$ cat config.mk
export PLATFORM = sky130hd
export DESIGN_NAME = radio_sleep_mode_controller
export DESIGN_NICKNAME = d
export VERILOG_FILES = /design/src/verilog/radio_sleep_pkg.sv /design/src/verilog/sleep_timer_if.sv /design/src/verilog/sleep_ms_timer.sv /design/src/verilog/radio_sleep_mode_controller.sv
export VERILOG_INCLUDE_DIRS = /design/src /design/src/verilog
export SDC_FILE = /design/constraint.sdc
export NUM_CORES = 1
export LEC_CHECK = 0
export ABC_AREA = 1
export BUFFER_PORTS_ARGS = -buffer_cell sky130_fd_sc_hd__buf_2
export CAP_MARGIN = 20
export CORE_ASPECT_RATIO = 1.25
export CORE_MARGIN = 2
export CORE_UTILIZATION = 65
export DETAILED_ROUTE_END_ITERATION = 8
export PLACE_DENSITY = 0.88
export SLEW_MARGIN = 20
export SYNTH_ARGS = -nofsm -noshare
export SYNTH_HDL_FRONTEND = slang
export SYNTH_HIERARCHICAL = 1
export SYNTH_SLANG_ARGS = --single-unit
$ cat constraint.sdc
create_clock -name CLK_I -period 6.8 [get_ports CLK_I]
set_input_delay 1.36 -clock CLK_I [delete_from_list [all_inputs] [get_ports CLK_I]]
set_output_delay 1.36 -clock CLK_I [all_outputs]
set_load 0.005 [all_outputs]
$ cat src/verilog/radio_sleep_params.svh
// Constants, timing counts and behaviour summary of the radio sleep mode controller.
// Contract
// Sleep modes 1, 4 and 5 give asynchronous low power, set per device.
// Modes 7 and 8: a non-coordinator never joins coordinator nomination or election.
// Traffic for an asynchronous sleeper is never buffered; packets arriving asleep are lost.
// Pin sleep needs sleep mode 1 and sleep pin function 1, set by software.
// Asserted sleep request: finish ongoing transfer, go idle, then sleep.
// In pin sleep, all serial input and radio activity are ignored.
// Deasserted request wakes device; clear-to-send low once ready; host waits for it.
// Pin function 0 with SPI sleep control 1: SPI select acts as sleep request.
// Software must not set the other three SPI pin functions to peripheral.
// Mode 4 wakes once per cycle period and sends a poll to the coordinator.
// The coordinator answers a poll with data queued for that remote.
// No data: sleep another cycle; data: stay awake until wake time expires.
// Sleep options bit 8 keeps every wake for the full wake time.
// Coordinator routing role 1, sleeper 4, sleeper destination is coordinator address.
// Senders mark sleeper traffic point-to-point so the coordinator queues it.
// When enabled, clear-to-send goes low at each cyclic wake.
// Awake indicator rises only after the configured count of sleep periods; the code also raises it on a wake that brings data.
// Asynchronous sleepers should not route; configure them as end devices.
// Flow control 1: clear-to-send high asleep, low awake and accepting.
// Awake indicator low while asleep, high while awake and accepting.
// The sleep-period count restarts whenever a cyclic wake delivers data.
`ifndef RADIO_SLEEP_PARAMS_SVH
`define RADIO_SLEEP_PARAMS_SVH

// Sleep mode select encodings.
`define SM_NONE          4'h0
`define SM_PIN           4'h1
`define SM_CYCLIC        4'h4
`define SM_CYCLIC_PIN    4'h5
`define SM_SYNC_SUPPORT  4'h7
`define SM_SYNC_CYCLIC   4'h8

// Sleep pin function encodings.
`define PINFN_DISABLED   3'h0
`define PINFN_SLEEP_REQ  3'h1

// Sleep option field positions.
`define SO_NON_COORD_BIT 1
`define SO_FULL_WAKE_BIT 8

// Timing: one timer tick per millisecond at 200 MHz.
`define CLK_MHZ          200
`define TICK_US          1000
`define TICK_CYCLES      (`TICK_US * `CLK_MHZ)
`define CYCLE_UNIT_MS    10
`define POLL_WINDOW_MS   30

`endif

$ cat src/verilog/radio_sleep_pkg.sv
// Types shared by the radio sleep mode controller.
`default_nettype none
package radio_sleep_pkg;

	// Controller states, Gray coded along awake, drain, sleep, poll, hold.
	typedef enum logic [2:0] {
		ST_AWAKE = 3'h0,
		ST_DRAIN = 3'h1,
		ST_SLEEP = 3'h3,
		ST_POLL  = 3'h2,
		ST_HOLD  = 3'h6
	} state_t;

endpackage
`default_nettype wire

$ cat src/verilog/sleep_timer_if.sv
// Load and expiry handshake between the controller and a millisecond timer.
`timescale 1ns/1ps
`default_nettype none
interface sleep_timer_if #(parameter int unsigned TW = 24);
	logic          load;
	logic [TW-1:0] value;
	logic          expired;

	modport ctrl  (output load, output value, input expired);
	modport timer (input load, input value, output expired);
endinterface
`default_nettype wire

$ cat src/verilog/sleep_ms_timer.sv
// Down counter in millisecond ticks with a one-cycle expiry pulse.
`timescale 1ns/1ps
`default_nettype none
module sleep_ms_timer #(
	parameter int unsigned TW = 24
) (
	input  wire logic        clk_i,
	input  wire logic        rst_n_i,
	input  wire logic        tick_i,
	sleep_timer_if.timer     tif
);

	logic [TW-1:0] cnt_r;
	logic          expired_r;

	// ---------------------------------------------------------------
	// Counter
	// ---------------------------------------------------------------
	// A load always wins over a tick so a restart is never lost.
	always_ff @(posedge clk_i) begin
		if (!rst_n_i) begin
			cnt_r <= '0;
		end else if (tif.load) begin
			cnt_r <= tif.value;
		end else if (tick_i && cnt_r != '0) begin
			cnt_r <= cnt_r - TW'(1);
		end
	end

	// Expiry fires on the tick that takes the count from one to zero.
	always_ff @(posedge clk_i) begin
		if (!rst_n_i) begin
			expired_r <= 1'b0;
		end else begin
			expired_r <= !tif.load && tick_i && cnt_r == TW'(1);
		end
	end

	assign tif.expired = expired_r;

endmodule
`default_nettype wire

$ cat src/verilog/radio_sleep_mode_controller.sv
// Sleep mode controller: pin sleep, cyclic polling sleep and the host-side pins.
`timescale 1ns/1ps
`default_nettype none
`include "radio_sleep_params.svh"
module radio_sleep_mode_controller #(
	parameter int unsigned TICK_CYCLES = `TICK_CYCLES,
	parameter int unsigned TW          = 24
) (
	input  wire logic                    CLK_I,
	input  wire logic                    RST_N_I,
	input  wire logic [3:0]              SLEEP_MODE_SELECT_I,
	input  wire logic [2:0]              SLEEP_PIN_FUNCTION_CONFIG_I,
	input  wire logic                    SPI_SLEEP_CTRL_ENABLE_I,
	input  wire logic                    FLOW_CTRL_PIN_CONFIG_I,
	input  wire logic                    AWAKE_IND_ENABLE_I,
	input  wire logic [15:0]             SLEEP_OPTIONS_I,
	input  wire logic [15:0]             CYCLE_PERIOD_I,
	input  wire logic [15:0]             WAKE_TIME_I,
	input  wire logic [15:0]             SLEEP_PERIOD_COUNT_I,
	input  wire logic                    HOST_SLEEP_REQUEST_PIN_I,
	input  wire logic                    SPI_SELECT_I,
	input  wire logic                    RADIO_BUSY_I,
	input  wire logic                    RADIO_RX_VALID_I,
	input  wire logic                    SERIAL_RX_VALID_I,
	input  wire logic                    POLL_DATA_VALID_I,
	output logic                         CTS_N_O,
	output logic                         AWAKE_O,
	output logic                         POLL_REQ_O,
	output logic                         RADIO_RX_ACCEPT_O,
	output logic                         SERIAL_RX_ACCEPT_O,
	output logic                         RX_LOST_O,
	output logic                         ELECTION_ENABLE_O,
	output radio_sleep_pkg::state_t      STATE_O
);
	import radio_sleep_pkg::*;

	localparam int unsigned PW = $clog2(TICK_CYCLES + 1);

	// ---------------------------------------------------------------
	// Configuration decode
	// ---------------------------------------------------------------
	logic pin_mode;
	logic cyc_mode;
	logic cyc_pin_mode;
	logic sync_mode;
	logic src_en;
	logic sleep_req;
	logic full_wake;
	logic activity;

	// Each device picks its own mode; only 1, 4 and 5 ever sleep here.
	assign pin_mode     = SLEEP_MODE_SELECT_I == `SM_PIN;
	assign cyc_pin_mode = SLEEP_MODE_SELECT_I == `SM_CYCLIC_PIN;
	assign cyc_mode     = SLEEP_MODE_SELECT_I == `SM_CYCLIC || cyc_pin_mode;
	assign sync_mode    = SLEEP_MODE_SELECT_I == `SM_SYNC_SUPPORT
	                   || SLEEP_MODE_SELECT_I == `SM_SYNC_CYCLIC;

	// The SPI select pin stands in for the sleep request pin when the
	// request pin function is disabled and SPI sleep control is on.
	always_comb begin
		if (SLEEP_PIN_FUNCTION_CONFIG_I == `PINFN_SLEEP_REQ) begin
			src_en    = 1'b1;
			sleep_req = HOST_SLEEP_REQUEST_PIN_I;
		end else if (SLEEP_PIN_FUNCTION_CONFIG_I == `PINFN_DISABLED
		             && SPI_SLEEP_CTRL_ENABLE_I) begin
			src_en    = 1'b1;
			sleep_req = SPI_SELECT_I;
		end else begin
			src_en    = 1'b0;
			sleep_req = 1'b0;
		end
	end

	assign full_wake = SLEEP_OPTIONS_I[`SO_FULL_WAKE_BIT];
	assign activity  = RADIO_RX_VALID_I || SERIAL_RX_VALID_I;

	// ---------------------------------------------------------------
	// Millisecond tick
	// ---------------------------------------------------------------
	logic [PW-1:0] pre_r;
	logic          tick_r;

	// A free prescaler keeps both timers on a common time base.
	always_ff @(posedge CLK_I) begin
		if (!RST_N_I) begin
			pre_r  <= '0;
			tick_r <= 1'b0;
		end else if (pre_r == PW'(TICK_CYCLES - 1)) begin
			pre_r  <= '0;
			tick_r <= 1'b1;
		end else begin
			pre_r  <= pre_r + PW'(1);
			tick_r <= 1'b0;
		end
	end

	// ---------------------------------------------------------------
	// Timers
	// ---------------------------------------------------------------
	sleep_timer_if #(.TW(TW)) cyc_tif ();
	sleep_timer_if #(.TW(TW)) wake_tif ();

	sleep_ms_timer #(.TW(TW)) u_cycle_timer (
		.clk_i   (CLK_I),
		.rst_n_i (RST_N_I),
		.tick_i  (tick_r),
		.tif     (cyc_tif.timer)
	);

	sleep_ms_timer #(.TW(TW)) u_wake_timer (
		.clk_i   (CLK_I),
		.rst_n_i (RST_N_I),
		.tick_i  (tick_r),
		.tif     (wake_tif.timer)
	);

	logic [TW-1:0] cycle_ms;
	logic [TW-1:0] wake_ms;
	logic [TW-1:0] poll_ms;

	// A zero setting is raised to one tick, since a zero load never expires.
	assign cycle_ms = (CYCLE_PERIOD_I == 16'h0000) ? TW'(1)
	                : TW'(CYCLE_PERIOD_I) * TW'(`CYCLE_UNIT_MS);
	assign wake_ms  = (WAKE_TIME_I == 16'h0000) ? TW'(1) : TW'(WAKE_TIME_I);
	assign poll_ms  = TW'(`POLL_WINDOW_MS);

	// ---------------------------------------------------------------
	// State machine
	// ---------------------------------------------------------------
	state_t        state_r;
	state_t        state_nxt;
	logic          cyc_load;
	logic          wake_load;
	logic [TW-1:0] wake_val;
	logic          poll_nxt;
	logic          wake_evt;
	logic          data_evt;

	always_comb begin
		state_nxt = state_r;
		cyc_load  = 1'b0;
		wake_load = 1'b0;
		wake_val  = wake_ms;
		poll_nxt  = 1'b0;
		wake_evt  = 1'b0;
		data_evt  = 1'b0;
		unique case (state_r)
			ST_AWAKE: begin
				// Pin sleep leaves only on request; cyclic modes head for sleep.
				if ((pin_mode && src_en && sleep_req) || cyc_mode) begin
					state_nxt = ST_DRAIN;
				end
			end
			ST_DRAIN: begin
				// Any transfer in flight is finished before sleeping.
				if (pin_mode && !(src_en && sleep_req)) begin
					state_nxt = ST_AWAKE;
				end else if (!pin_mode && !cyc_mode) begin
					state_nxt = ST_AWAKE;
				end else if (!RADIO_BUSY_I) begin
					state_nxt = ST_SLEEP;
					cyc_load  = cyc_mode;
				end
			end
			ST_SLEEP: begin
				if (pin_mode) begin
					if (!(src_en && sleep_req)) begin
						state_nxt = ST_AWAKE;
					end
				end else if (!cyc_mode) begin
					state_nxt = ST_AWAKE;
				end else if (cyc_pin_mode && src_en && !sleep_req) begin
					// A low request level wakes for at least one wake time.
					state_nxt = ST_HOLD;
					wake_load = 1'b1;
					wake_evt  = 1'b1;
				end else if (cyc_tif.expired) begin
					poll_nxt  = 1'b1;
					wake_load = 1'b1;
					wake_evt  = 1'b1;
					if (full_wake) begin
						state_nxt = ST_HOLD;
					end else begin
						state_nxt = ST_POLL;
						wake_val  = poll_ms;
					end
				end
			end
			ST_POLL: begin
				if (POLL_DATA_VALID_I) begin
					state_nxt = ST_HOLD;
					wake_load = 1'b1;
					data_evt  = 1'b1;
				end else if (wake_tif.expired || !cyc_mode) begin
					state_nxt = ST_DRAIN;
				end
			end
			ST_HOLD: begin
				// Activity or a held request level pushes the sleep time out.
				if (activity || POLL_DATA_VALID_I
				    || (cyc_pin_mode && src_en && !sleep_req)) begin
					wake_load = 1'b1;
					data_evt  = POLL_DATA_VALID_I || RADIO_RX_VALID_I;
				end else if (wake_tif.expired || !cyc_mode) begin
					state_nxt = ST_DRAIN;
				end
			end
			default: begin
				state_nxt = ST_AWAKE;
			end
		endcase
	end

	always_ff @(posedge CLK_I) begin
		if (!RST_N_I) begin
			state_r <= ST_AWAKE;
		end else begin
			state_r <= state_nxt;
		end
	end

	assign cyc_tif.load   = cyc_load;
	assign cyc_tif.value  = cycle_ms;
	assign wake_tif.load  = wake_load;
	assign wake_tif.value = wake_val;

	// ---------------------------------------------------------------
	// Empty sleep period count
	// ---------------------------------------------------------------
	logic [15:0] empty_cnt_r;
	logic        ind_gate_r;
	logic        gate_now;

	// This wake is the counted one when it completes the configured run.
	assign gate_now = (17'(empty_cnt_r) + 17'h00001) >= 17'(SLEEP_PERIOD_COUNT_I);

	// Counts cyclic wakes in a row that brought no data; data restarts it.
	always_ff @(posedge CLK_I) begin
		if (!RST_N_I) begin
			empty_cnt_r <= 16'h0000;
			ind_gate_r  <= 1'b0;
		end else if (data_evt) begin
			empty_cnt_r <= 16'h0000;
			ind_gate_r  <= 1'b1;
		end else if (wake_evt) begin
			ind_gate_r <= gate_now;
			if (gate_now) begin
				empty_cnt_r <= 16'h0000;
			end else if (empty_cnt_r != 16'hFFFF) begin
				empty_cnt_r <= empty_cnt_r + 16'h0001;
			end
		end else if (!cyc_mode) begin
			empty_cnt_r <= 16'h0000;
			ind_gate_r  <= 1'b0;
		end
	end

	// ---------------------------------------------------------------
	// Outputs
	// ---------------------------------------------------------------
	logic accept_nxt;
	logic ind_nxt;

	// Drain still finishes a transfer but takes no new serial data.
	assign accept_nxt = state_nxt == ST_AWAKE || state_nxt == ST_POLL
	                 || state_nxt == ST_HOLD;

	// In cyclic modes the indicator waits for the counted empty periods or for a wake that brings data.
	assign ind_nxt = accept_nxt
	              && (!cyc_mode || !AWAKE_IND_ENABLE_I || ind_gate_r
	                  || data_evt || (wake_evt && gate_now));

	// Gating the inputs here is what drops, rather than queues, traffic.
	always_ff @(posedge CLK_I) begin
		if (!RST_N_I) begin
			RADIO_RX_ACCEPT_O  <= 1'b0;
			SERIAL_RX_ACCEPT_O <= 1'b0;
			RX_LOST_O          <= 1'b0;
		end else begin
			RADIO_RX_ACCEPT_O  <= accept_nxt;
			SERIAL_RX_ACCEPT_O <= accept_nxt;
			RX_LOST_O          <= RADIO_RX_VALID_I && !RADIO_RX_ACCEPT_O;
		end
	end

	// Clear-to-send low means awake and ready; with flow control off it
	// is held low so a host that ignores it is never blocked.
	always_ff @(posedge CLK_I) begin
		if (!RST_N_I) begin
			CTS_N_O <= 1'b1;
		end else if (FLOW_CTRL_PIN_CONFIG_I) begin
			CTS_N_O <= !accept_nxt;
		end else begin
			CTS_N_O <= 1'b0;
		end
	end

	always_ff @(posedge CLK_I) begin
		if (!RST_N_I) begin
			AWAKE_O <= 1'b0;
		end else begin
			AWAKE_O <= ind_nxt;
		end
	end

	always_ff @(posedge CLK_I) begin
		if (!RST_N_I) begin
			POLL_REQ_O <= 1'b0;
		end else begin
			POLL_REQ_O <= poll_nxt;
		end
	end

	// Nodes flagged as non-coordinators stay out of every election.
	always_ff @(posedge CLK_I) begin
		if (!RST_N_I) begin
			ELECTION_ENABLE_O <= 1'b0;
		end else begin
			ELECTION_ENABLE_O <= sync_mode
			                  && !SLEEP_OPTIONS_I[`SO_NON_COORD_BIT];
		end
	end

	always_ff @(posedge CLK_I) begin
		if (!RST_N_I) begin
			STATE_O <= ST_AWAKE;
		end else begin
			STATE_O <= state_nxt;
		end
	end

endmodule
`default_nettype wire

Word-level counts from Yosys, hierarchy flattened

Index checks and enable logic that the tools add are counted.

Flip-flop bits (word level): 95
Input port bits: 82
Logic and storage cells: 152

Add/sub/neg operators: 5
$mul: 1
$lt $le $gt $ge: 1
Equality and inequality tests: 19
Mux-type cells: 53
Bitwise logic cells: 3
Reduce and logical (&&, ||, !) cells: 55

Operators by type and width:

| kind                                                                  | count |
|---|---|
| 16-bit 2-to-1 mux                                                     | 11 |
| 24-bit 2-to-1 mux                                                     | 4 |
| 24-bit by 1-bit == test with 1-bit output (second input constant)     | 2 |
| 24-bit nonzero test                                                   | 2 |
| 24-bit by 1-bit subtractor with 24-bit output (second input constant) | 2 |
| 3-bit 2-to-1 mux                                                      | 13 |
| 16-bit logical NOT                                                    | 2 |
| 1-bit 2-to-1 mux                                                      | 21 |
| 20-bit 2-to-1 mux                                                     | 1 |
| 16-bit by 3-bit multiplier with 19-bit output (second input constant) | 1 |
| 18-bit by 1-bit adder with 18-bit output (second input constant)      | 1 |
| 18-bit == test (second input constant)                                | 1 |
| 1-bit logical AND                                                     | 18 |
| 16-bit by 1-bit adder with 17-bit output (second input constant)      | 1 |
| 17-bit by 16-bit >= comparator with 1-bit output                      | 1 |
| 16-bit by 1-bit adder with 16-bit output (second input constant)      | 1 |
| 16-bit != test (second input constant)                                | 1 |
| 3-bit one-hot mux with 5 select lines                                 | 1 |
| 1-bit logical OR                                                      | 14 |
| 4-bit by 3-bit == test with 1-bit output (second input constant)      | 3 |
| 1-bit logical NOT                                                     | 10 |
| 3-bit by 2-bit == test with 1-bit output (second input constant)      | 3 |
| 3-bit logical NOT                                                     | 3 |
| 3-bit by 1-bit == test with 1-bit output (second input constant)      | 2 |
| other kinds (12)                                                      | 18 |

Logic depth before layout (Yosys ltp)

Gate-level depths: netlist of run 1.

Depth after elaboration: 15
Gate-level depth with buffers: 19
Gate-level depth less buffers: 19

By module

Netlist of run 1, hierarchy kept.

Modules (own cells, without submodules):

| module                      | times used | cells an instance | area each (sq um) | seq. area each (sq um) |
|---|---|---|---|---|
| radio_sleep_mode_controller | 1          | 620               | 4021.4            | 900.9 |
| sleep_ms_timer              | 2          | 306               | 1826.8            | 500.5 |

Least setup slack after synthesis of run 1

OpenSTA, ideal clock, no wires.

Path kind: input to register
From: input port CYCLE_PERIOD_I[1]
To: register u_cycle_timer.cnt_r[14]
Data arrival time: 3353 ps
Data required time: 6681 ps
Setup slack: 3328 ps
Stages: 15
Path buffers: 0
Cells stage by stage: ha_1 -> ha_1 -> fa_1 -> nand3_1 -> nand3_1 -> a21boi_0 -> o21ai_0 -> nand3_1 -> nand3_1 -> o21ai_0 -> a21oi_1 -> nand2_1 -> nand2_1 -> nand2_1 -> a21oi_1

Word-level cells in the longest chain between the ends: 3
Elaborated cells between the ends (all ways): 4

RTL lines:

| element                                                                             | line                                                                   | RTL |
|---|---|---|
| start, declared                                                                     | radio_sleep_mode_controller.sv:17                                      | `input wire logic [15:0] CYCLE_PERIOD_I,` |
| 16-bit by 3-bit multiplier with 19-bit output or 16-bit logical NOT (tied branches) | radio_sleep_mode_controller.sv:123, radio_sleep_mode_controller.sv:122 |  |
| 20-bit 2-to-1 mux *                                                                 | radio_sleep_mode_controller.sv:122                                     | `assign cycle_ms = (CYCLE_PERIOD_I == 16'h0000) ? TW'(1)` |
| via cyc_tif.value[14]                                                               | sleep_timer_if.sv:6                                                    | `logic [TW-1:0] value;` |
| 24-bit 2-to-1 mux *                                                                 | sleep_ms_timer.sv:23                                                   | `end else if (tif.load) begin` |
| end signal, assigned                                                                | sleep_ms_timer.sv:24                                                   | `cnt_r <= tif.value;` |
| end signal, assigned                                                                | sleep_ms_timer.sv:26                                                   | `cnt_r <= cnt_r - TW'(1);` |
| end, declared                                                                       | sleep_ms_timer.sv:13                                                   | `logic [TW-1:0] cnt_r;` |

Mark *: on every way through the listed nets, which the timed path passes. The rest lies on a longest branch.
A chain may end at the register's enable or synchronous reset.

Worst setup path in the final report of run 1

From: input port SLEEP_MODE_SELECT_I[3]
To: register u_wake_timer.cnt_r[15]

Word-level cells in the longest chain between the ends: 8
Elaborated cells between the ends (all ways): 18

RTL lines:

| element                                                 | line                                                                   | RTL |
|---|---|---|
| start, declared                                         | radio_sleep_mode_controller.sv:11                                      | `input wire logic [3:0] SLEEP_MODE_SELECT_I,` |
| 4-bit by 3-bit == test with 1-bit output (no line)      | --                                                                     |  |
| 1-bit logical AND (2 in series)                         | radio_sleep_mode_controller.sv:172, radio_sleep_mode_controller.sv:201 |  |
| 1-bit 2-to-1 mux                                        | radio_sleep_mode_controller.sv:172                                     | `end else if (cyc_pin_mode && src_en && !sleep_req) begin` |
| 1-bit 2-to-1 mux                                        | radio_sleep_mode_controller.sv:170                                     | `end else if (!cyc_mode) begin` |
| 1-bit 2-to-1 mux                                        | radio_sleep_mode_controller.sv:166                                     | `if (pin_mode) begin` |
| 1-bit one-hot mux with 3 select lines *                 | radio_sleep_mode_controller.sv:147                                     | `unique case (state_r)` |
| via wake_load                                           | radio_sleep_mode_controller.sv:133                                     | `logic wake_load;` |
| 24-bit 2-to-1 mux or 2-bit nonzero test (tied branches) | --                                                                     |  |
| end signal, assigned                                    | sleep_ms_timer.sv:24                                                   |  |
| end signal, assigned                                    | sleep_ms_timer.sv:26                                                   |  |
| end, declared                                           | sleep_ms_timer.sv:13                                                   |  |

Marked as above.

==> results_tabular.tex, run 1 <==
\begin{tabular}{lr}
\hline
Metric & Value \\
\hline
\multicolumn{2}{l}{\textbf{Outcome}} \\
\quad Run status & completed \\
\multicolumn{2}{l}{\textbf{Route}} \\
\quad Top Metal Used & met4 \\
\quad DRT antenna net count & 0 \\
\quad Detailed-routing iteration count for the pre-antenna-repair pass & 8 \\
\quad Vias per inst & 5.57 \\
\quad Length of routed met2 wiring & 9.81 mm \\
\quad Drt wl/cell & 12.9 um \\
\quad Routed wire length on met3 & 782 um \\
\quad Final wirelength & roughly 19 mm \\
\quad Via count of the routed design & $\sim$8,100 \\
\quad Wire length the detailed router placed on met1 & 7.68 mm \\
\quad 1st-iter DRT viols & 423 \\
\quad DRC viols & 0 \\
\multicolumn{2}{l}{\textbf{Timing}} \\
\quad FMAX & 255 MHz \\
\quad Final period demand of the worst path & 3920 ps \\
\quad Fin Hold WS & 436 ps \\
\quad Accumulated negative setup slack & 0 ps \\
\quad Slew at the pin with the worst max-slew slack & 858 ps \\
\quad Slew Limit Headroom & 0.426 \\
\quad RSZ-0062 raised after global routing & no \\
\quad Number of failing hold endpoints at the final stage & 0 \\
\quad Share of the cycle needed by the critical path after routing & 0.576 \\
\quad Clock Skew & roughly 8.4 ps \\
\quad Setup-violating endpoint count in the final report & 0 \\
\quad Post-route setup slack & 2880 ps \\
\quad Slew Limit Fails & 0 \\
\multicolumn{2}{l}{\textbf{Synthesis}} \\
\quad Dominant register cell in the synthesized netlist & sky130\_fd\_sc\_hd\_\_dfxtp\_1 \\
\quad Average footprint of a synthesized cell & roughly 6.2 um\^{}2 \\
\quad Number of synthesized flops with an enable pin & 0 \\
\quad Most frequently used cell type in the post-synthesis netlist & sky130\_fd\_sc\_hd\_\_nand2\_1 \\
\quad Commonest cells in the synthesized netlist & 308 x sky130\_fd\_sc\_hd\_\_nand2\_1, 155 x sky130\_fd\_sc\_hd\_\_inv\_1, 150 x sky130\_fd\_sc\_hd\_\_nor2\_1 \\
\quad Proportion of synthesized chip area in sequential cells & 0.248 \\
\quad Fraction of synthesized cell area in xor and xnor cells & 0.0399 \\
\quad Cell type contributing the most total cell area after synthesis & sky130\_fd\_sc\_hd\_\_dfxtp\_1 \\
\quad Combinational family with the most area after synthesis & simple AND/OR/NAND/NOR gates \\
\quad Number of synthesized register bits & 95 \\
\quad Adder-cell area share of the yosys netlist & 0.0874 \\
\quad Area share of the leading cell type in the synthesized netlist & 0.248 \\
\quad Portion of netlist area occupied by mux cells & 0.00261 \\
\quad Area share of and/or/nand/nor cells after synthesis & 0.407 \\
\quad Netlist area before placement & about 7700 um\^{}2 \\
\quad Share of async-settable or async-resettable flops after synthesis & 0 \\
\quad Synth warn & 6 \\
\quad Synthesized instance count & 1,232 \\
\quad Distinct cell type count of the synthesized netlist & 46 \\
\quad Area fraction in compound gates after synthesis & 0.116 \\
\quad Synth area leaders & sky130\_fd\_sc\_hd\_\_dfxtp\_1 25\%, sky130\_fd\_sc\_hd\_\_nand2\_1 15\%, sky130\_fd\_sc\_hd\_\_ha\_1 8.5\%, sky130\_fd\_sc\_hd\_\_inv\_1 7.6\%, sky130\_fd\_sc\_hd\_\_nor2\_1 7.3\% \\
\multicolumn{2}{l}{\textbf{Placement}} \\
\quad Half-perimeter wire length after detailed placement & 14.1 mm \\
\quad Weighted congestion at the end of routability-driven global placement & 0.927 \\
\quad Number of I/O port buffers & 77 \\
\quad Post-placement cell area & a little over 8000 um\^{}2 \\
\quad Minimum setup slack after placement & between 2000 and 3000 ps \\
\multicolumn{2}{l}{\textbf{Critical path}} \\
\quad Type of element launching the critical path & input port \\
\quad Top cell by count, worst path & sky130\_fd\_sc\_hd\_\_nand2\_1 \\
\quad Arrival time at the worst endpoint & around 4100 ps \\
\quad Cell at the slowest stage of the critical path & sky130\_fd\_sc\_hd\_\_inv\_1 \\
\quad Worst setup path category & in2reg \\
\quad Sort of element at the end of the critical path & flop \\
\quad Delay of the slowest critical-path stage & around 440 ps \\
\quad Crit path max fanout & 24 \\
\quad Required time at the worst-slack endpoint & 7020 ps \\
\quad Cell chain of the critical path & buf\_2 -> inv\_1 -> nand2\_1 -> nor2\_1 -> nand4\_1 -> nand2\_1 -> nand2\_2 -> nand3\_1 -> buf\_4 -> inv\_1 -> nand2\_4 -> clkinv\_2 -> nand2\_1 -> a21oi\_2 \\
\multicolumn{2}{l}{\textbf{Cells and area}} \\
\quad Post-layout instance area & around 8400 um\^{}2 \\
\quad Combined area of the multi-input logic cells & 5060 um\^{}2 \\
\quad Number of nets at the end of the flow & 1,439 \\
\quad Count of fill cells added during filler insertion & between 1,000 and 1,500 \\
\quad Area growth from synthesis to layout & 9.90\% \\
\quad Layout cells sized above 1 & 0.118 \\
\quad Register Area & 1900 um\^{}2 \\
\quad \# diodes & 0 \\
\multicolumn{2}{l}{\textbf{Die}} \\
\quad Core region area & 11,600 um\^{}2 \\
\quad Area of the die & 12,700 um\^{}2 \\
\quad Cell Rows & 44 \\
\quad Die Y-Extent & roughly 130 um \\
\quad DIE WIDTH & 101 um \\
\quad Number of I/O pins & 92 \\
\quad Initial Utilization & 0.664 \\
\multicolumn{2}{l}{\textbf{Clock tree}} \\
\quad Clk sinks & 95 \\
\quad Latest clock arrival within the worst-skew pair & 350 ps \\
\quad TritonCTS clock tree & built \\
\quad Clock root cell & sky130\_fd\_sc\_hd\_\_clkbuf\_16 \\
\quad Count of H-tree levels built during CTS & 3 \\
\quad Post-cts sizing count & 0 \\
\quad Post-CTS Repair Setup Buffers & 0 \\
\quad Number of buffers added by the clock tree synthesis step & 9 \\
\quad Register clock-pin slew on the reported worst setup and hold paths & 70 ps \\
\quad CTS max path bufs & 2 \\
\quad Post-CTS Hold Fix Bufs & 0 \\
\multicolumn{2}{l}{\textbf{Power}} \\
\quad Pwr/cell area & 150 nW/um\^{}2 \\
\quad Total leakage power & 4.16 nW \\
\quad Max rail drop VDD & 0.114 mV \\
\multicolumn{2}{l}{\textbf{Hold path}} \\
\quad Worst min-delay path class & reg2reg \\
\multicolumn{2}{l}{\textbf{GRT}} \\
\quad Global-route wire length before repair & 32.1 mm \\
\quad Number of antenna violations at the first check in global routing & 0 \\
\quad Total global routing overflow & 0 \\
\quad Vias in the first global route & about 7,600 \\
\quad Overall fraction of global-route tracks in use & 0.303 \\
\quad Maximum number of pins on one net before global-route repair & 29 \\
\multicolumn{2}{l}{\textbf{Job}} \\
\quad Max-cap check violation count & 0 \\
\hline
\end{tabular}
-- logic make-up (layout without fill, tap and decap cells) --
logic type	after synthesis	after routing
buffers and inverters	192	258
and+or+nand+nor	691	691
adders and majority gates	53	53
xor gates and xnor gates	35	35
DFF	95	95
AOI/OAI and AO/OA	163	163
other	1	12
muxes	2	2
-- power by group --
group | leakage, nW | switching (mW) | internal [mW]
logic | 3.25 | 0.126 | 0.0778
registers | 0.768 | 0.00549 | 0.562
clock network | 0.139 | 0.240 | 0.257
-- path summary, 6_finish.rpt --
path	slack, ps	start	end	cells past startpoint
max	2880	SLEEP_MODE_SELECT_I[3]	u_wake_timer/cnt_r[15]	14
min reg2reg	440	SERIAL_RX_ACCEPT_O	RX_LOST_O	1
min	440	SERIAL_RX_ACCEPT_O	RX_LOST_O	1
max reg2reg	3830	empty_cnt_r[0]	empty_cnt_r[14]	18
-- per-layer routing --
layer / GRT usage / vias to the layer above
met4: 0.117 / 0
met2: 0.559 / 208
met3: 0.0391 / 39
met1: 0.345 / 3663
met5: 0 / -
li1: - / 4152
-- critical path, delay by kind of cell --
family / cells / cell delay (ps)
AO/OA/AOI/OAI: 1 / 60
buffers and inverters: 5 / 1120
AND/OR/NAND/NOR: 8 / 1570
-- area by class of cell --
type / count / area share
Clock buffer: 9 / 0.0267
Tap cell: 138 / 0.0205
Multi-Input combinational cell: 956 / 0.600
Inverter: 163 / 0.0728
Clock inverter: 7 / 0.00742
Timing Repair Buffer: 79 / 0.0475
Sequential cell: 95 / 0.225
-- registers in the layout, summed over array words and instances (netlist names) --
signal	flops
CTS_N_O	1
empty_cnt_r	16
u_cycle_timer/cnt_r	24
u_cycle_timer/tif.expired	1
ELECTION_ENABLE_O	1
RX_LOST_O	1
ind_gate_r	1
u_wake_timer/tif.expired	1
STATE_O	3
SERIAL_RX_ACCEPT_O	1
pre_r	18
POLL_REQ_O	1
AWAKE_O	1
u_wake_timer/cnt_r	24
tick_r	1
-- cell usage in the layout, fill, tap and decap left out, types with 12 or more instances in the layout --
master,count
sky130_fd_sc_hd__xor2_1,25
sky130_fd_sc_hd__nor2_2,24
sky130_fd_sc_hd__nand3_1,101
sky130_fd_sc_hd__nor3_1,17
sky130_fd_sc_hd__nand4_1,40
sky130_fd_sc_hd__conb_1,12
sky130_fd_sc_hd__nor4_1,12
sky130_fd_sc_hd__a21oi_1,85
sky130_fd_sc_hd__o21bai_1,12
sky130_fd_sc_hd__ha_1,52
sky130_fd_sc_hd__dfxtp_1,95
sky130_fd_sc_hd__inv_1,155
sky130_fd_sc_hd__nor2_1,150
sky130_fd_sc_hd__buf_2,77
sky130_fd_sc_hd__o21ai_0,47
sky130_fd_sc_hd__nand2_1,308
-- through the flow --
stage / std cells / total power, mW / utilization
after floorplan: 1243 / 0.721 / -
after global placement: 1431 / 0.776 / 0.705
after detailed placement: 1431 / 0.781 / 0.705
after CTS: 1447 / 1.27 / 0.730
after global routing: 1447 / 1.33 / 0.730
final: 1447 / 1.27 / 0.730
(Power assumes the default switching activity.)
==> run 2: changes to the inputs <==
Settings changed: ABC_AREA 1 to 0, CORE_UTILIZATION 65 to 59, PLACE_DENSITY 0.88 to 0.81.
Clock period 6.8 ns to 3.97 ns, I/O delays scaled along.
==> results_tabular.tex, run 2 <==
\begin{tabular}{lr}
\hline
Metric & Value \\
\hline
\multicolumn{2}{l}{\textbf{Critical path}} \\
\quad Worst setup path category & reg2reg (was in2reg) \\
\quad Combined buffer and inverter count along the critical path & 1 (was 5) \\
\quad Delay of the slowest critical-path stage & 460 ps (was 440 ps) \\
\quad Startpoint of the worst-slack reg-to-reg timing path & empty\_cnt\_r[0] (unchanged) \\
\quad Crit path max fanout & 9 (was 24) \\
\quad Endpoint of the worst-slack reg-to-reg timing path & empty\_cnt\_r[1] (was empty\_cnt\_r[14]) \\
\quad Cell chain of the critical path & ha\_1 -> nand2\_1 -> nor4\_4 -> nor2b\_1 -> or2\_2 -> ha\_1 -> nand3\_1 -> nor4\_1 -> a31oi\_1 -> and4\_1 -> buf\_4 -> a32oi\_1 -> nor2\_1 (was buf\_2 -> inv\_1 -> nand2\_1 -> nor2\_1 -> nand4\_1 -> nand2\_1 -> nand2\_2 -> nand3\_1 -> buf\_4 -> inv\_1 -> nand2\_4 -> clkinv\_2 -> nand2\_1 -> a21oi\_2) \\
\quad Sort of element at the end of the critical path & flop (unchanged) \\
\quad Cell at the slowest stage of the critical path & sky130\_fd\_sc\_hd\_\_dfxtp\_1 (was sky130\_fd\_sc\_hd\_\_inv\_1) \\
\quad Count of cells along the worst register-to-register path & 13 (was 18) \\
\quad Arrival time at the worst endpoint & 3650 ps (was 4140 ps) \\
\quad Top cell by count, worst path & sky130\_fd\_sc\_hd\_\_ha\_1 (was sky130\_fd\_sc\_hd\_\_nand2\_1) \\
\quad Required time at the worst-slack endpoint & 4180 ps (was 7020 ps) \\
\quad Type of element launching the critical path & flop (was input port) \\
\quad Internal reg-to-reg setup slack & 530 ps (was 3830 ps) \\
\quad Cell family contributing the most delay on the critical path & simple AND/OR/NAND/NOR gates (unchanged) \\
\multicolumn{2}{l}{\textbf{Timing}} \\
\quad Slew at the pin with the worst max-slew slack & 957 ps (was 858 ps) \\
\quad RSZ-0062 raised after global routing & no (unchanged) \\
\quad Clock Skew & 7.63 ps (was 8.37 ps) \\
\quad FMAX & 291 MHz \\
\quad Number of failing hold endpoints at the final stage & 0 (unchanged) \\
\quad Final period demand of the worst path & 3440 ps \\
\quad Post-route setup slack & 531 ps (was 2880 ps) \\
\quad Slew Limit Fails & 0 (unchanged) \\
\quad Accumulated negative setup slack & 0 ps (unchanged) \\
\quad Fin Hold WS & 440 ps (was 436 ps) \\
\quad Setup-violating endpoint count in the final report & 0 (unchanged) \\
\quad Share of the cycle needed by the critical path after routing & 0.866 \\
\quad Slew Limit Headroom & 0.362 (was 0.426) \\
\multicolumn{2}{l}{\textbf{GRT}} \\
\quad Global-route wire length before repair & 25.5 mm (was 32.1 mm) \\
\quad Total global routing overflow & 0 (unchanged) \\
\quad Overall fraction of global-route tracks in use & 0.239 (was 0.303) \\
\quad Vias in the first global route & 5,831 (was 7,636) \\
\quad Maximum number of pins on one net before global-route repair & 45 (was 29) \\
\quad Number of antenna violations at the first check in global routing & 0 (unchanged) \\
\multicolumn{2}{l}{\textbf{Synthesis}} \\
\quad Commonest cells in the synthesized netlist & 95 x sky130\_fd\_sc\_hd\_\_dfxtp\_1, 75 x sky130\_fd\_sc\_hd\_\_nor2\_1, 71 x sky130\_fd\_sc\_hd\_\_a21oi\_1 (was 308 x sky130\_fd\_sc\_hd\_\_nand2\_1, 155 x sky130\_fd\_sc\_hd\_\_inv\_1, 150 x sky130\_fd\_sc\_hd\_\_nor2\_1) \\
\quad Average footprint of a synthesized cell & 8.36 um\^{}2 (was 6.23 um\^{}2) \\
\quad Number of synthesized register bits & 95 (unchanged) \\
\quad Cell type contributing the most total cell area after synthesis & sky130\_fd\_sc\_hd\_\_dfxtp\_1 (unchanged) \\
\quad Synth area leaders & sky130\_fd\_sc\_hd\_\_dfxtp\_1 27\%, sky130\_fd\_sc\_hd\_\_ha\_1 9.4\%, sky130\_fd\_sc\_hd\_\_xnor2\_1 6.1\%, sky130\_fd\_sc\_hd\_\_a21oi\_1 5.1\%, sky130\_fd\_sc\_hd\_\_nor2\_1 4.1\% (was sky130\_fd\_sc\_hd\_\_dfxtp\_1 25\%, sky130\_fd\_sc\_hd\_\_nand2\_1 15\%, sky130\_fd\_sc\_hd\_\_ha\_1 8.5\%, sky130\_fd\_sc\_hd\_\_inv\_1 7.6\%, sky130\_fd\_sc\_hd\_\_nor2\_1 7.3\%) \\
\quad Number of synthesized flops with an enable pin & 0 (unchanged) \\
\quad Dominant register cell in the synthesized netlist & sky130\_fd\_sc\_hd\_\_dfxtp\_1 (unchanged) \\
\quad Synth warn & 6 (unchanged) \\
\quad Netlist area before placement & 6920 um\^{}2 (was 7670 um\^{}2) \\
\quad Area share of the leading cell type in the synthesized netlist & 0.275 (was 0.248) \\
\quad Synthesized instance count & 828 (was 1,232) \\
\quad Most frequently used cell type in the post-synthesis netlist & sky130\_fd\_sc\_hd\_\_dfxtp\_1 (was sky130\_fd\_sc\_hd\_\_nand2\_1) \\
\quad Proportion of synthesized chip area in sequential cells & 0.275 (was 0.248) \\
\quad Share of async-settable or async-resettable flops after synthesis & 0 (unchanged) \\
\quad Distinct cell type count of the synthesized netlist & 75 (was 46) \\
\multicolumn{2}{l}{\textbf{Cells and area}} \\
\quad Number of nets at the end of the flow & 1,034 (was 1,439) \\
\quad Most common library cell in the layout ignoring fill and taps & sky130\_fd\_sc\_hd\_\_dfxtp\_1 (was sky130\_fd\_sc\_hd\_\_nand2\_1) \\
\quad \# diodes & 0 (unchanged) \\
\quad Layout cells sized above 1 & 0.160 (was 0.118) \\
\quad Area growth from synthesis to layout & 11.3\% (was 9.90\%) \\
\quad Most frequent cells in the layout & 95 x sky130\_fd\_sc\_hd\_\_dfxtp\_1, 77 x sky130\_fd\_sc\_hd\_\_buf\_2, 75 x sky130\_fd\_sc\_hd\_\_nor2\_1 (was 308 x sky130\_fd\_sc\_hd\_\_nand2\_1, 155 x sky130\_fd\_sc\_hd\_\_inv\_1, 150 x sky130\_fd\_sc\_hd\_\_nor2\_1) \\
\quad Top flop regs & u\_cycle\_timer/cnt\_r x24, u\_wake\_timer/cnt\_r x24, pre\_r x18 (unchanged) \\
\quad Count of fill cells added during filler insertion & 979 (was 1,017) \\
\multicolumn{2}{l}{\textbf{Clock tree}} \\
\quad CTS max path bufs & 2 (unchanged) \\
\quad TritonCTS clock tree & built (unchanged) \\
\quad Post-cts sizing count & 0 (unchanged) \\
\quad Register clock-pin slew on the reported worst setup and hold paths & 70 ps (about the same) \\
\quad Post-CTS Hold Fix Bufs & 0 (unchanged) \\
\quad Latest clock arrival within the worst-skew pair & 340 ps (was 350 ps) \\
\quad Number of buffers added by the clock tree synthesis step & 9 (unchanged) \\
\quad Post-CTS Repair Setup Buffers & 0 (unchanged) \\
\quad Count of H-tree levels built during CTS & 3 (unchanged) \\
\quad Clock root cell & sky130\_fd\_sc\_hd\_\_clkbuf\_16 (unchanged) \\
\quad Clk sinks & 95 (unchanged) \\
\multicolumn{2}{l}{\textbf{Placement}} \\
\quad Half-perimeter wire length after detailed placement & 10.9 mm (was 14.1 mm) \\
\quad Number of I/O port buffers & 77 (unchanged) \\
\quad Minimum setup slack after placement & 493 ps (was 2590 ps) \\
\quad Weighted congestion at the end of routability-driven global placement & 0.877 (was 0.927) \\
\multicolumn{2}{l}{\textbf{Die}} \\
\quad Cell Rows & 44 (unchanged) \\
\quad Initial Utilization & 0.602 (was 0.664) \\
\quad Core region area & 11,500 um\^{}2 (was 11,600 um\^{}2) \\
\quad DIE WIDTH & 101 um (about the same) \\
\quad Number of I/O pins & 92 (unchanged) \\
\quad Area of the die & 12,600 um\^{}2 (was 12,700 um\^{}2) \\
\quad Die Y-Extent & 125 um (about the same) \\
\multicolumn{2}{l}{\textbf{Route}} \\
\quad Length of routed met2 wiring & 6.99 mm (was 9.81 mm) \\
\quad Wire length the detailed router placed on met1 & 6.57 mm (was 7.68 mm) \\
\quad DRT antenna net count & 0 (unchanged) \\
\quad 1st-iter DRT viols & 227 (was 423) \\
\quad DRC viols & 0 (unchanged) \\
\quad Final wirelength & 14.5 mm (was 18.7 mm) \\
\quad Detailed-routing iteration count for the pre-antenna-repair pass & 5 (was 8) \\
\quad Top Metal Used & met4 (unchanged) \\
\quad Vias per inst & 5.97 (was 5.57) \\
\quad Drt wl/cell & 13.9 um (was 12.9 um) \\
\quad Routed wire length on met3 & 674 um (was 782 um) \\
\quad Via count of the routed design & 6,224 (was 8,062) \\
\multicolumn{2}{l}{\textbf{Outcome}} \\
\quad Run status & completed (unchanged) \\
\multicolumn{2}{l}{\textbf{Power}} \\
\quad Max rail drop VDD & 0.172 mV (was 0.114 mV) \\
\quad Total leakage power & 3.07 nW (was 4.16 nW) \\
\quad Pwr/cell area & 277 nW/um\^{}2 (was 150 nW/um\^{}2) \\
\multicolumn{2}{l}{\textbf{Job}} \\
\quad Max-cap check violation count & 0 (unchanged) \\
\multicolumn{2}{l}{\textbf{Hold path}} \\
\quad Worst Hold End & RX\_LOST\_O (unchanged) \\
\quad Hold Path Cell Cnt & 1 (unchanged) \\
\quad Hold\_sp & SERIAL\_RX\_ACCEPT\_O (unchanged) \\
\quad Worst min-delay path class & reg2reg (unchanged) \\
\hline
\end{tabular}
[run 2: cell families after synthesis]
family                     after synthesis  synth area share
DFF                                     95             0.275
AOI/OAI and AO/OA                      215             0.205
muxes                                    3           0.00434
buffers and inverters                   65            0.0434
and+or+nand+nor                        322             0.282
xor gates and xnor gates                74            0.0936
other                                    1          0.000542
adders and majority gates               53            0.0969
[run 2: how the worst max path moves through the flow]
stage	startpoint	to	slack, ps	cells past startpoint
2_1_floorplan	CYCLE_PERIOD_I[1]	u_cycle_timer/cnt_r[18]	880	11
3_3_place_gp	CYCLE_PERIOD_I[1]	u_cycle_timer/cnt_r[18]	540	12
6_report	empty_cnt_r[0]	empty_cnt_r[1]	530	13
5_1_grt	empty_cnt_r[0]	empty_cnt_r[2]	250	13
4_1_cts	empty_cnt_r[0]	empty_cnt_r[2]	500	13
3_5_place_dp	CYCLE_PERIOD_I[1]	u_cycle_timer/cnt_r[18]	490	12
[run 2: worst register-to-register path: stages, from the launching register on]
cell                      delay [ps]
sky130_fd_sc_hd__dfxtp_1         460
sky130_fd_sc_hd__ha_1            280
sky130_fd_sc_hd__nand2_1         120
sky130_fd_sc_hd__nor4_4          360
sky130_fd_sc_hd__nor2b_1         100
sky130_fd_sc_hd__or2_2           300
sky130_fd_sc_hd__ha_1            290
sky130_fd_sc_hd__nand3_1         140
sky130_fd_sc_hd__nor4_1          340
sky130_fd_sc_hd__a31oi_1         120
sky130_fd_sc_hd__and4_1          290
sky130_fd_sc_hd__buf_4           220
sky130_fd_sc_hd__a32oi_1         210
sky130_fd_sc_hd__nor2_1           60
[run 2: metrics by stage]
step	util	power (mW)	std cells	area (um^2)
global placement	0.642	1.28	1026	7390
finish	0.669	2.14	1042	7700
global route	0.669	2.24	1042	7700
CTS	0.669	2.15	1042	7700
detailed placement	0.642	1.28	1026	7390
floorplan	-	1.20	839	6960
[run 2: layer usage]
metal | GRT usage | vias to the layer above
met4 | 0.0814 | 0
li1 | - | 3192
met3 | 0.0397 | 21
met5 | 0 | -
met2 | 0.401 | 170
met1 | 0.310 | 2841
[run 2: final cells by class]
class                      count  area (um^2)  area share
clock buffer                  10          239      0.0310
clock inverter                 6         70.1     0.00910
timing repair buffer          85          445      0.0578
inverter                      29          109      0.0141
tap                          138          173      0.0224
multi-input combinational    679         4760       0.619
sequential                    95         1900       0.247
[run 2: power by group]
| group | switching, mW | internal (mW) | total, mW | leakage (nW) |
|---|---|---|---|---|
| clock network | 0.369 | 0.507 | 0.876 | 0.141 |
| logic | 0.164 | 0.131 | 0.295 | 2.16 |
| registers | 0.00587 | 0.960 | 0.966 | 0.767 |
| total | 0.538 | 1.60 | 2.14 | 3.07 |
